<file path="src/design/flash_status_map.svh">
// Constants for the busy and failure status block: bit positions, resets, timing.
// Assumes inclusion by the package and by every design module of the block.
`ifndef FLASH_STATUS_MAP_SVH
`define FLASH_STATUS_MAP_SVH

// ----------------------------------------
// Register offsets
// ----------------------------------------
`define OFS_STATUS      4'h0
`define OFS_IRQ_STATUS  4'h1
`define OFS_IRQ_MASK    4'h2
`define OFS_CONTROL     4'h3
`define OFS_PROT_CFG    4'h4

// ----------------------------------------
// Field positions
// ----------------------------------------
`define BIT_BUSY        0
`define BIT_PRG_FAIL    6
`define BIT_ERS_FAIL    5
`define BIT_ASP_A       2
`define BIT_ASP_B       1
`define BIT_PWD_MODE    8
`define CFR_LO          2
`define CFR_HI          6

// Interrupt status bits
`define IRQ_PRG         0
`define IRQ_ERS         1
`define IRQ_DONE        2

// ----------------------------------------
// Reset values
// ----------------------------------------
`define RST_MASK        3'h0
`define RST_PROT_CFG    9'h006

// ----------------------------------------
// Timing
// ----------------------------------------
`define OP_TIME_NS      1000
`define CLK_PERIOD_NS   100
`define OP_CYCLES       (`OP_TIME_NS / `CLK_PERIOD_NS)

`endif

</file>
<file path="src/design/flash_status_pkg.sv">
// Types shared by the busy and failure status block.
// Assumes the map header is on the include path.
`include "flash_status_map.svh"

package flash_status_pkg;

	// Embedded operation kinds, as presented on op_kind
	typedef enum logic [2:0]
	{
		OP_NONE      = 3'h0,
		OP_PROGRAM   = 3'h1,
		OP_ERASE     = 3'h2,
		OP_REG_WRITE = 3'h3,
		OP_PWD_WRITE = 3'h4,
		OP_CLEAR     = 3'h5
	} op_kind_t;

	// Gray coded along idle -> busy -> done
	typedef enum logic [1:0]
	{
		ST_IDLE  = 2'h0,
		ST_BUSY  = 2'h1,
		ST_DONE  = 2'h3,
		ST_FAULT = 2'h2
	} seq_state_t;

endpackage

</file>
<file path="src/design/fail_check.sv">
// Combinational failure classifier for one finished embedded operation.
// Assumes operation inputs stay stable while the operation is busy.
`timescale 1ns/100ps
`include "flash_status_map.svh"

module fail_check
	import flash_status_pkg::*;
(
	input  wire logic       op_program,
	input  wire logic       op_erase,
	input  wire logic       op_reg_write,
	input  wire logic       op_pwd_write,
	input  wire logic       target_protected,
	input  wire logic       verify_fail,
	input  wire logic       cfr_bits_change,
	input  wire logic [8:0] prot_cfg,
	output logic            prg_fail,
	output logic            ers_fail
);

	logic cfr_locked;

	always_comb
	begin
		cfr_locked = !prot_cfg[`BIT_ASP_A] || !prot_cfg[`BIT_ASP_B];
		prg_fail = (op_program && verify_fail)
			|| (op_program && target_protected)
			|| (op_reg_write && cfr_locked && cfr_bits_change)
			|| (op_pwd_write && prot_cfg[`BIT_PWD_MODE]);
		ers_fail = (op_erase && verify_fail)
			|| (op_erase && target_protected)
			|| (op_reg_write && verify_fail);
	end

endmodule

</file>
<file path="src/design/flash_busy_error_status.sv">
// Busy and program/erase failure status of the flash's embedded operations.
// Assumes a command decoder presents one-cycle op_start pulses with op_kind,
// and software on the plain register port reads status and interrupt state.
//
// Operation
// - The busy flag reads 1 during an embedded operation and 0 in standby.
// - The failure flags change only while the busy flag is set.
// - Programming that cannot turn a 1 into a 0 sets the program failure flag.
// - Programming a protected address sets the program failure flag.
// - With a protect-config bit 2 or 1 at 0, changing config bits 6:2 fails.
// - In password mode a password register update sets the program failure.
// - An erase that leaves any bit not 1 sets the erase failure flag.
// - Erasing a protected region sets the erase failure flag.
// - A register write whose erase step fails sets the erase failure flag.
// - Status is invalid during any reset or deep power down exit.
// - The busy flag is volatile, read only, and resets to 0.
// - Erase failure clears only by the clear command or a reset.
//
// Strobed register access and the register offsets are this design's own decisions.
`timescale 1ns/100ps
`include "flash_status_map.svh"

module flash_busy_error_status
	import flash_status_pkg::*;
(
	input  wire logic       clk_sys,
	input  wire logic       rst,
	input  wire logic       op_start,
	input  wire op_kind_t   op_kind,
	input  wire logic       target_protected,
	input  wire logic       verify_fail,
	input  wire logic       cfr_bits_change,
	input  wire logic       boot_fail,
	input  wire logic       config_fail,
	input  wire logic       reset_event,
	input  wire logic       dpd_exit,
	input  wire logic [3:0] reg_addr,
	input  wire logic [8:0] reg_wdata,
	input  wire logic       reg_wr,
	input  wire logic       reg_rd,
	output logic [8:0]      reg_rdata,
	output logic            device_busy_flag,
	output logic            program_fail_flag,
	output logic            erase_fail_flag,
	output logic            op_accept,
	output logic            op_refused,
	output logic            status_valid,
	output logic            irq
);

	// ----------------------------------------
	// State
	// ----------------------------------------
	typedef struct packed
	{
		seq_state_t seq;
		op_kind_t   kind;
		logic       busy;
		// Sticky failure flags; only clear or a reset drops them
		logic       prg_fail;
		logic       ers_fail;
		logic       accept;
		logic       refused;
		logic       valid;
		logic [2:0] irq_status;
		logic [2:0] irq_mask;
		logic [8:0] prot_cfg;
		logic [8:0] rdata;
		logic       irq;
		logic       boot_seen;
	} status_state_t;

	status_state_t state_reg;
	status_state_t state_next;

	logic timer_start;
	logic timer_done;
	logic chk_prg;
	logic chk_ers;

	function automatic logic [8:0] status_word(input logic busy, input logic pf,
		input logic ef);
		logic [8:0] w;
		w = 9'h000;
		w[`BIT_BUSY] = busy;
		w[`BIT_PRG_FAIL] = pf;
		w[`BIT_ERS_FAIL] = ef;
		return w;
	endfunction

	// Only these kinds run the timer; clear and none never start one
	function automatic logic runs_timer(input op_kind_t k);
		return (k != OP_NONE) && (k != OP_CLEAR);
	endfunction

	// ----------------------------------------
	// Helpers
	// ----------------------------------------
	// A fresh start reloads the count, so a run cut by a reset event is harmless
	op_timer i_op_timer
	(
		.clk_sys (clk_sys),
		.rst     (rst),
		.start   (timer_start),
		.done    (timer_done)
	);

	// Classifier inputs count only in the timer's done cycle
	fail_check i_fail_check
	(
		.op_program       (state_reg.kind == OP_PROGRAM),
		.op_erase         (state_reg.kind == OP_ERASE),
		.op_reg_write     (state_reg.kind == OP_REG_WRITE),
		.op_pwd_write     (state_reg.kind == OP_PWD_WRITE),
		.target_protected (target_protected),
		.verify_fail      (verify_fail),
		.cfr_bits_change  (cfr_bits_change),
		.prot_cfg         (state_reg.prot_cfg),
		.prg_fail         (chk_prg),
		.ers_fail         (chk_ers)
	);

	assign timer_start = op_start && (state_reg.seq == ST_IDLE) && runs_timer(op_kind);

	// ----------------------------------------
	// Next state
	// ----------------------------------------
	always_comb
	begin
		logic [2:0] ev;
		logic       stale;
		ev = 3'h0;
		stale = reset_event || dpd_exit;
		state_next = state_reg;
		state_next.accept = 1'b0;
		state_next.refused = 1'b0;
		// Status not trustworthy through reset-like intervals
		state_next.valid = !stale;

		case (state_reg.seq)
			ST_IDLE:
			begin
				if (op_start && runs_timer(op_kind))
				begin
					state_next.seq = ST_BUSY;
					state_next.kind = op_kind;
					state_next.busy = 1'b1;
					state_next.accept = 1'b1;
				end
			end
			ST_BUSY:
			begin
				// Operation failures latch only in this busy window
				if (timer_done)
				begin
					state_next.prg_fail = state_reg.prg_fail | chk_prg;
					state_next.ers_fail = state_reg.ers_fail | chk_ers;
					if (chk_prg || chk_ers)
					begin
						state_next.seq = ST_FAULT;
						ev[`IRQ_PRG] = chk_prg;
						ev[`IRQ_ERS] = chk_ers;
					end
					else
					begin
						state_next.seq = ST_DONE;
					end
				end
				if (op_start)
					state_next.refused = 1'b1;
			end
			ST_DONE:
			begin
				// Extra cycle lets the done interrupt land with busy low
				state_next.seq = ST_IDLE;
				state_next.busy = 1'b0;
				state_next.kind = OP_NONE;
				ev[`IRQ_DONE] = 1'b1;
				if (op_start)
					state_next.refused = 1'b1;
			end
			ST_FAULT:
			begin
				// Only the clear command or a reset event leaves this state; host keeps order
				if (op_start && op_kind == OP_CLEAR)
				begin
					state_next.prg_fail = 1'b0;
					state_next.ers_fail = 1'b0;
					state_next.busy = 1'b0;
					state_next.seq = ST_IDLE;
					state_next.kind = OP_NONE;
					state_next.accept = 1'b1;
				end
				else if (op_start)
				begin
					state_next.refused = 1'b1;
				end
			end
			default:
			begin
				state_next.seq = ST_IDLE;
				state_next.busy = 1'b0;
			end
		endcase

		// Boot and configuration failures strike once, out of reset
		if (!state_reg.boot_seen && (boot_fail || config_fail))
		begin
			state_next.boot_seen = 1'b1;
			state_next.prg_fail = 1'b1;
			state_next.ers_fail = state_next.ers_fail | boot_fail;
			state_next.busy = 1'b1;
			state_next.seq = ST_FAULT;
			ev[`IRQ_PRG] = 1'b1;
			ev[`IRQ_ERS] = ev[`IRQ_ERS] | boot_fail;
		end

		// Register writes; set wins over write-one-to-clear
		if (reg_wr)
		begin
			case (reg_addr)
				`OFS_IRQ_STATUS:
					state_next.irq_status = state_reg.irq_status & ~reg_wdata[2:0];
				`OFS_IRQ_MASK:
					state_next.irq_mask = reg_wdata[2:0];
				// Lock settings must not move under a running operation
				`OFS_PROT_CFG:
					if (state_reg.seq == ST_IDLE)
						state_next.prot_cfg = reg_wdata;
				default:
					state_next.irq_mask = state_next.irq_mask;
			endcase
		end
		state_next.irq_status = state_next.irq_status | ev;

		// Read data stands only in the cycle after the strobe
		state_next.rdata = 9'h000;
		if (reg_rd)
		begin
			case (reg_addr)
				`OFS_STATUS:
					state_next.rdata = status_word(state_reg.busy,
						state_reg.prg_fail, state_reg.ers_fail);
				`OFS_IRQ_STATUS:
					state_next.rdata = {6'h00, state_reg.irq_status};
				`OFS_IRQ_MASK:
					state_next.rdata = {6'h00, state_reg.irq_mask};
				// Readback: bit0 in fault, bit1 status valid
				`OFS_CONTROL:
					state_next.rdata = {7'h00, state_reg.valid, state_reg.seq == ST_FAULT};
				`OFS_PROT_CFG:
					state_next.rdata = state_reg.prot_cfg;
				default:
					state_next.rdata = 9'h000;
			endcase
		end

		state_next.irq = |(state_next.irq_status & state_next.irq_mask);

		// A reset event, not dpd_exit, drops sequence, busy and failure flags back to standby
		if (reset_event)
		begin
			state_next.seq = ST_IDLE;
			state_next.busy = 1'b0;
			state_next.prg_fail = 1'b0;
			state_next.ers_fail = 1'b0;
			state_next.kind = OP_NONE;
		end
	end

	// ----------------------------------------
	// Registers
	// ----------------------------------------
	always_ff @(posedge clk_sys or posedge rst)
	begin
		if (rst)
		begin
			state_reg <= '0;
			// Lock bits come up set, so configuration writes start open
			state_reg.prot_cfg <= `RST_PROT_CFG;
			state_reg.irq_mask <= `RST_MASK;
			state_reg.busy <= 1'b0;
		end
		else
		begin
			state_reg <= state_next;
		end
	end

	// ----------------------------------------
	// Outputs
	// ----------------------------------------
	assign device_busy_flag = state_reg.busy;
	assign program_fail_flag = state_reg.prg_fail;
	assign erase_fail_flag = state_reg.ers_fail;
	assign op_accept = state_reg.accept;
	assign op_refused = state_reg.refused;
	assign status_valid = state_reg.valid;
	assign reg_rdata = state_reg.rdata;
	assign irq = state_reg.irq;

endmodule

</file>
<file path="src/design/op_timer.sv">
// Countdown timer for the duration of an embedded operation.
// Assumes a start pulse only while idle; done pulses one cycle at expiry.
`timescale 1ns/100ps
`include "flash_status_map.svh"

module op_timer
	import flash_status_pkg::*;
(
	input  wire logic clk_sys,
	input  wire logic rst,
	input  wire logic start,
	output logic      done
);

	typedef struct packed
	{
		logic [7:0] count;
		logic       run;
		logic       done;
	} timer_state_t;

	timer_state_t state_reg;
	timer_state_t state_next;

	always_comb
	begin
		state_next = state_reg;
		state_next.done = 1'b0;
		if (start)
		begin
			state_next.count = 8'(`OP_CYCLES - 1);
			state_next.run = 1'b1;
		end
		else if (state_reg.run)
		begin
			if (state_reg.count == 8'h00)
			begin
				state_next.run = 1'b0;
				state_next.done = 1'b1;
			end
			else
			begin
				state_next.count = state_reg.count - 8'h01;
			end
		end
	end

	always_ff @(posedge clk_sys or posedge rst)
	begin
		if (rst)
			state_reg <= '0;
		else
			state_reg <= state_next;
	end

	assign done = state_reg.done;

endmodule

</file>
<file path="config.mk">
export PLATFORM = sky130hd
export DESIGN_NAME = flash_busy_error_status
export DESIGN_NICKNAME = d
export VERILOG_FILES = /design/src/design/flash_status_pkg.sv /design/src/design/fail_check.sv /design/src/design/flash_busy_error_status.sv /design/src/design/op_timer.sv
export VERILOG_INCLUDE_DIRS = /design/src /design/src/design
export SDC_FILE = /design/constraint.sdc
export NUM_CORES = 1
export LEC_CHECK = 0
export BUFFER_PORTS_ARGS = -buffer_cell sky130_fd_sc_hd__buf_2
export CAP_MARGIN = 25
export CORE_MARGIN = 5
export CORE_UTILIZATION = 42
export CTS_BUF_LIST = sky130_fd_sc_hd__clkbuf_2
export CTS_CLUSTER_SIZE = 8
export DETAILED_ROUTE_END_ITERATION = 7
export GPL_TIMING_DRIVEN = 0
export PLACE_DENSITY = 0.66
export SETUP_SLACK_MARGIN = 0.02
export SLEW_MARGIN = 10
export SYNTH_ARGS = -nofsm -noshare
export SYNTH_HDL_FRONTEND = slang
export SYNTH_SLANG_ARGS = --single-unit
</file>
<file path="constraint.sdc">
create_clock -name clk_sys -period 5.7 [get_ports clk_sys]
set_clock_uncertainty 0.2 [all_clocks]
set_input_delay 1.425 -clock clk_sys [delete_from_list [all_inputs] [get_ports clk_sys]]
set_output_delay 1.425 -clock clk_sys [all_outputs]
set_load 0.02 [all_outputs]
</file>
==> results by stage, run 1 <==
GRT:
- The maximum number of pins on one net before global-route repair is 37.
- The number of antenna violations at the first check in global routing is 0.
- The global-route wire length before repair is around 8 mm.
- The number of global-route vias before repair is ~1700.
- Global routing consumed, over all layers together, 14.2% of the routing resources.
- The global route total overflow is 0.

Timing:
- The final number of max-transition violations is 0.
- Setup repair after global routing left no endpoint under its margin.
- The smallest setup slack after layout is roughly 3 ns.
- The final setup violation count is 0.
- The total count of hold-check failures in the final report is 0.
- Static timing analysis puts the maximum clock frequency at approximately 0.37 GHz.
- In this run the tightest slew margin relative to its limit is 57.3%.
- The portion of the clock cycle consumed by the worst path in the final layout is roughly 47%.
- The summed negative setup slack over all endpoints is 0 ns.
- The smallest clock period supported by the final layout is computed as 2.70 ns.
- The transition at the pin with the smallest max-transition slack is roughly 0.63 ns.

Yosys:
- When the netlist entered floorplanning its net count stood at ~250.
- Summing the areas of all and, or, nand and nor instances in the mapped netlist gives approximately 16% of the synthesized area.
- The fraction of synthesis flops using an asynchronous set or reset pin is 100%.
- The synthesized instance count is 213.
- The synthesized design contains 47 register bits.
- The dominant combinational cell family by area after synthesis is simple AND/OR/NAND/NOR gates.
- The post-synthesis adder-cell area fraction is about 2.7%.
- The netlist area before placement is 2320 um^2.
- The count of synthesis-stage warnings from yosys is 0.
- In this run, distinct cell masters in the synthesized netlist total 50.
- For this run, the leading register cell type out of synthesis is sky130_fd_sc_hd__dfrtp_1.
- The post-synthesis share of cell area spent on xor and xnor gates is under 10%.
- The count of flip-flops with a built-in enable after synthesis is 0.
- The multiplexer share of the synthesized area is under 10%.
- The average footprint of a synthesized cell is about 11 um^2.
- The fraction of the mapped netlist area in compound gates is between 10% and 20%.
- The portion of the post-synthesis area used by sequential elements is 50.8%.

CTS:
- After clock tree synthesis, the setup repair step added 0 buffers.
- The insertion delay of the later-clocked pin in the worst-skew pair is 0.40 ns.
- The clock tree synthesis step divided the H-tree into 2 levels.
- The number of buffers inserted during clock tree synthesis is 5.
- CTS saw 47 sinks.
- TritonCTS built the clock tree.
- The longest clock path from root to sink contains 2 buffers.
- The number of gates resized after cts is 0.
- The clock tree root buffer cell is sky130_fd_sc_hd__clkbuf_2.
- Hold repair after CTS inserted 0 buffers.
- Clock-pin slew was measured on the worst setup and hold paths at 0.21 ns.

Setup path:
- The biggest fanout along the worst timing path is 1.
- By startpoint and endpoint, the worst setup path is classified as reg2out.
- The type of destination of the critical path is a primary output.
- The slowest stage of the critical path is the sky130_fd_sc_hd__dfrtp_1 cell.
- The family with the most delay on the worst path is flip-flops.
- Traced cell by cell, the critical path runs through buf_4, buf_2.
- The largest incremental delay on the critical path is 0.41 ns.
- The launching element type of the critical path is a flop.
- Counting both buffers and inverters, the worst setup path holds a total of 2.
- The worst endpoint data arrival time is between 1 and 1.5 ns.
- The data required time of the critical path is approximately 4.1 ns.

Outcome:
- The run finished with clean final reports.

Final layout:
- Relative to the synthesized area, the layout overhead comes to 15.0%.
- The register with the most flip-flops in the layout has 21 of them.
- The antenna diode instance count is 0.
- For this run, the post-layout net count is 294.
- Of the cells placed in the final design, the portion with a size suffix greater than 1 is between 30% and 40%.

Flow run:
- The count of maximum capacitance violations is 0.

Detailed routing:
- The DRC violation count after routing is 0.
- The wire length per cell is roughly 14 um.
- The via count is roughly 1700.
- The count of nets left with antenna violations once routing finished came out at 0.
- The ratio of routed vias to standard cells is roughly 5.1.
- The detailed router finished its first iteration with a little under 60 violations.
- The first detailed-routing pass took 4 iterations.
- The post-detailed-routing wire length is approximately 4.7 mm.

Floorplan:
- For this configuration, the core starts out at a cell density of 42.7%.
- After floorplanning, the core was sized to cover approximately 5400 um^2.
- The floorplan has 27 rows.
- The die is ~84 um tall.
- The die area is between 7000 and 8000 um^2.
- The die is around 84 um wide.
- In this run the count of I/O pins placed on the die edge is 44.

Place:
- The total of buffers placed on input and output ports is 40.
- The final weighted congestion of routability-driven global placement is 0.829.
- After legalization and detailed placement, the total HPWL measured approximately 3.6 mm.
- Before CTS, the worst setup slack after placement is about 2.6 ns.

Pwr:
- The design draws 0.847 mW.
- For this design the total switching power over the nets is roughly 0.29 mW.
- The static leakage is between 1 and 1.5 nW.
- The share of total power dissipated in the clock network is between 10% and 20%.
- For this design the ratio of total power to cell area is roughly 320 nW/um^2.
- Across the VDD grid, the largest voltage drop is about 0.19 mV.
- The net switching fraction of the power is roughly 34%.
- Cell internal power was estimated by the tool at between 0.5 and 0.6 mW.
- The sequential cell fraction of total power is between 50 and 60%.
- The combinational share of power is a little under a third.

Hold path:
- The type of the worst min-delay path is reg2reg.
## synth_stat cells (4+ instances only)
library cell	number	share of area, %
sky130_fd_sc_hd__xor2_1	5	1.9
sky130_fd_sc_hd__inv_1	9	1.5
sky130_fd_sc_hd__a22o_1	5	1.9
sky130_fd_sc_hd__o21ai_0	8	1.7
sky130_fd_sc_hd__buf_4	9	2.9
sky130_fd_sc_hd__mux2_2	15	7.3
sky130_fd_sc_hd__nand2_1	9	1.5
sky130_fd_sc_hd__nor2_1	24	3.9
sky130_fd_sc_hd__a211oi_1	4	1.3
sky130_fd_sc_hd__dfrtp_1	45	49
sky130_fd_sc_hd__a21oi_1	7	1.5
sky130_fd_sc_hd__and2_1	6	1.6
sky130_fd_sc_hd__ha_1	5	2.7
## worst register-to-register path, cell delays in order, from the launching register on
cell	delay, ns
sky130_fd_sc_hd__dfrtp_1	0.46
sky130_fd_sc_hd__inv_1	0.09
sky130_fd_sc_hd__ha_1	0.14
sky130_fd_sc_hd__clkbuf_1	0.28
sky130_fd_sc_hd__o21a_1	0.24
sky130_fd_sc_hd__o22ai_1	0.15
sky130_fd_sc_hd__and2_1	0.20
sky130_fd_sc_hd__a2111oi_2	0.29
## metrics by stage
| stage | hold WS, ns | instances | area [um^2] | util, % |
|---|---|---|---|---|
| floorplan | 0.249 | 213 | 2320 | - |
| detailed placement | 0.272 | 326 | 2630 | 48.4 |
| finish | 0.309 | 334 | 2670 | 49.0 |
| CTS | 0.316 | 334 | 2670 | 49.0 |
| global placement | 0.259 | 325 | 2610 | 48.0 |
| global route | 0.342 | 334 | 2670 | 49.0 |
## cell usage in the layout (no fill, tap or decap), types with 6 or more instances in the layout
cell and instances:
sky130_fd_sc_hd__buf_4 9, sky130_fd_sc_hd__mux2_2 15, sky130_fd_sc_hd__nor2_1 24, sky130_fd_sc_hd__dfrtp_1 45, sky130_fd_sc_hd__clkbuf_2 6, sky130_fd_sc_hd__o21ai_0 8, sky130_fd_sc_hd__and2_1 6, sky130_fd_sc_hd__a21oi_1 7
sky130_fd_sc_hd__inv_1 8, sky130_fd_sc_hd__nand2_1 9, sky130_fd_sc_hd__buf_2 42
## final cells by class
type | instances | area, um^2
plain buffers | 14 | 96.3
clock buffers | 6 | 30.0
clock inverters | 2 | 7.51
fillers | 557 | 2770
inverters | 9 | 33.8
multi-input cells | 143 | 1010
flip-flops and latches | 47 | 1180
well taps | 72 | 90.1
repair buffers | 41 | 220
## per-layer routing
| layer | track usage (%) | wire length, um |
|---|---|---|
| met4 | 4.39 | 66 |
| met3 | 4.12 | 226 |
| met1 | 17.7 | 2060 |
| met5 | 0 | 0 |
| met2 | 23.7 | 2330 |
## worst paths after layout
kind	from	to	slack, ns	cells after the start
max in group asynchronous	rst	state_reg[12]	4.04	3
min reg2reg	state_reg[15]	reg_rdata[4]	0.31	1
max	reg_rdata[3]	reg_rdata[3]	3.00	2
min	state_reg[15]	reg_rdata[4]	0.31	1
max reg2reg	state_reg[35]	state_reg[35]	3.56	7
min in group asynchronous	rst	reg_rdata[6]	0.73	2
## kinds of logic after synthesis
group	Yosys count
xor+xnor	6
simple gates	70
compound gates	44
buf+inv	23
fa+ha+maj	5
mux	18
flops	47
## power groups by stage
stage               Combinational [mW]  Sequential [mW]  Clock [mW]
floorplan                        0.198            0.463           0
global placement                 0.255            0.468           0
detailed placement               0.263            0.470           0
CTS                              0.264            0.463       0.134
global route                     0.292            0.473       0.153
finish                           0.260            0.463       0.125
Note: power is estimated with default switching activity, not from simulation.
==> run 2: changes to the inputs <==
==> constraint.sdc (replaced) <==
create_clock -name clk_sys -period 2.7 [get_ports clk_sys]
set_clock_uncertainty 0.2 [all_clocks]
set_input_delay 0.675 -clock clk_sys [delete_from_list [all_inputs] [get_ports clk_sys]]
set_output_delay 0.675 -clock clk_sys [all_outputs]
set_load 0.02 [all_outputs]
==> run 2 against run 1 <==
  * Flip-flop and latch count stayed put
  * Clock power is 110% higher
  * Via count is 0.12% higher
  * Non-clock buffer count is 1 higher
  * Register-to-register slack worse by 3.0 ns
  * Largest cell class unchanged
  * Largest power group unchanged
==> results by stage, run 2 (same netlist as run 1, synthesis figures left out) <==
Final layout:
- The library cell used most frequently in the layout, excluding fill and tap cells, is sky130_fd_sc_hd__dfrtp_1.
- The register with the most flip-flops in the layout has 21 of them.
- The post-layout net count is approximately 300.
- In the final layout, the share of cells above drive strength 1 is between 30% and 40%.
- Compared with the post-synthesis result, the final layout area differs by 15.4%.
- Counting the fill cells in the layout gives between 500 and 600.
- In the layout the commonest cells are sky130_fd_sc_hd__dfrtp_1, sky130_fd_sc_hd__buf_2, sky130_fd_sc_hd__nor2_1, sky130_fd_sc_hd__mux2_2.
- The antenna diode instance count is 0.

Pwr:
- After layout, the design draws a total of between 1.5 and 2 mW.
- The power density normalized to cell area is ~670 nW/um^2.
- The analysis attributes to cell leakage a power of 1.29 nW.
- The maximum vdd ir drop is 0.409 mV.

Detailed routing:
- The count of antenna-violating nets left after detailed routing is 0.
- Across all layers, the routed design uses between 1500 and 2000 vias.
- In this run, the number of DRC markers left after iteration 0 of detailed routing was between 60 and 70.
- In the routed design, unresolved DRC markers number 0.
- The ratio of routed vias to standard cells is just over 5.
- After detailed routing, the average wire length per cell comes to roughly 14 um.
- The first detailed-routing pass ran for 4 iterations.
- After detailed routing, the total wire length is between 4 and 5 mm.

GRT:
- The first global-routing pass estimated a little over 8 mm of wire.
- The maximum number of pins on one net before global-route repair is 37.
- The number of global-route vias before repair is 1719.
- The total overflow left after global routing is 0.
- The number of antenna violations at the first check in global routing came to 0.
- The aggregate global-route resource usage is between 10% and 20%.

Timing:
- Counting I/O delays and the setup requirement, the final critical path takes 2.14 ns.
- The total count of hold-check failures in the final report is 0.
- For the pin with the worst max-slew slack, the measured transition is 0.635 ns.
- The final-layout worst hold slack is 0.194 ns.
- Setup repair after global routing left no endpoint under its margin.
- The final number of max-transition violations is 0.
- The portion of the clock cycle consumed by the worst path in the final layout is roughly 79%.
- Setup total negative slack on the finished layout was measured at 0 ns.
- The final setup violation count is 0.
- The tightest slew margin relative to the limit is 57.3%.
- For this run, the top clock speed supported by timing is about 0.47 GHz.

Outcome:
- The run finished with clean final reports.

Floorplan:
- The floorplan step defined a core boundary enclosing between 5000 and 6000 um^2.
- In this run the vertical extent of the chip is about 84 um.
- The initial cell density of the core is 42.7%.
- 44 I/O pins were placed.
- The die covers a little over 7000 um^2.
- The number of standard-cell rows in the floorplan is 27.
- The die extent in x is roughly 84 um.

Place:
- The total of buffers placed on input and output ports is 40.
- At the end of routability-driven placement, the weighted congestion stood at 0.829.
- Detailed placement finished with a half-perimeter wire length of around 3.6 mm.

CTS:
- Clock-pin slew was measured on the worst setup and hold paths at roughly 0.21 ns.
- The clock tree root buffer cell is sky130_fd_sc_hd__clkbuf_2.
- The longest clock path from root to sink contains 2 buffers.
- The tree built by TritonCTS fans out to 47 sinks.
- The number of buffers inserted during clock tree synthesis is 5.
- The number of setup buffers added after CTS is 0.
- The clock reaches the later pin of the worst-skew pair after about 0.4 ns.
- The TritonCTS clock tree is done.
- In this run the number of H-tree levels came out at 2.

Setup path:
- Traced cell by cell, the critical path runs through inv_1, ha_1, clkbuf_1, o21a_1, o22ai_1, and2_1, a2111oi_2.
- STA classifies the critical path endpoint as a flop.
- For the worst setup path, the data required time is 2.81 ns.
- STA classifies the critical path startpoint as a flop.
- The biggest fanout along the worst timing path is 8.
- The largest incremental delay on the critical path is roughly 0.46 ns.
- The critical path in this run is classified as reg2reg.
- For this design, the slowest cell found on the critical path is sky130_fd_sc_hd__dfrtp_1.
- STA puts the critical path data arrival time at approximately 2.3 ns.

Flow run:
- The count of maximum capacitance violations is 0.

Hold path:
- The type of the worst min-delay path is in2reg.
run 2: path summary, 6_finish.rpt:
| check | from | end | slack, ns | cells past startpoint |
|---|---|---|---|---|
| setup / recovery | state_reg[35] | state_reg[35] | 0.56 | 7 |
| hold / removal | dpd_exit | status_valid | 0.19 | 2 |
| setup reg to reg | state_reg[35] | state_reg[35] | 0.56 | 7 |
| hold reg to reg | state_reg[15] | reg_rdata[4] | 0.31 | 1 |
| max in group asynchronous | rst | state_reg[12] | 1.24 | 4 |
| min in group asynchronous | rst | reg_rdata[6] | 0.52 | 3 |
run 2: power breakdown:
part	switching (mW)	total (mW)	internal [mW]
Sequential	0.116	0.978	0.862
Clock	0.201	0.264	0.0624
Combinational	0.289	0.549	0.261
Total	0.606	1.79	1.19
run 2: cell type report:
| class | count | area (um^2) | area share (%) |
|---|---|---|---|
| Sequential cell | 47 | 1180 | 44.0 |
| Multi-Input combinational cell | 143 | 1010 | 37.8 |
| Timing Repair Buffer | 42 | 230 | 8.60 |
| Buffer | 14 | 96.3 | 3.60 |
| Tap cell | 72 | 90.1 | 3.36 |
| Inverter | 9 | 33.8 | 1.26 |
| Clock buffer | 6 | 30.0 | 1.12 |
| Clock inverter | 2 | 7.51 | 0.280 |
run 2: what timing repair did:
action / CTS / global route
hold endpoints to repair: 11 / 0
hold buffers: 1 / 0
resized for setup: 0 / 0
run 2: per-layer routing:
| metal | part of all wire, % | vias to the layer above | track usage [%] |
|---|---|---|---|
| met5 | 0 | - | 0 |
| met4 | 1.4 | 0 | 4.39 |
| li1 | - | 852 | - |
| met3 | 4.8 | 5 | 4.12 |
| met1 | 44 | 837 | 17.7 |
| met2 | 50 | 27 | 23.7 |
run 2: stage by stage:
step                setup slack (ns)  instance area [um^2]  std cells  util, %
floorplan                      0.579                  2320        213        -
global placement              0.0712                  2610        325     48.0
detailed placement             0.388                  2630        326     48.4
CTS                            0.545                  2680        335     49.2
global route                   0.394                  2680        335     49.2
finish                         0.556                  2680        335     49.2
run 2: worst max-delay path, delay by kind of cell, from the launching register on:
| family | cells | cell delay, ns |
|---|---|---|
| AO/OA/AOI/OAI | 3 | 0.68 |
| adder cells (fa/ha/maj) | 1 | 0.14 |
| buffers and inverters | 2 | 0.37 |
| flip-flops | 1 | 0.46 |
| AND/OR/NAND/NOR | 1 | 0.20 |
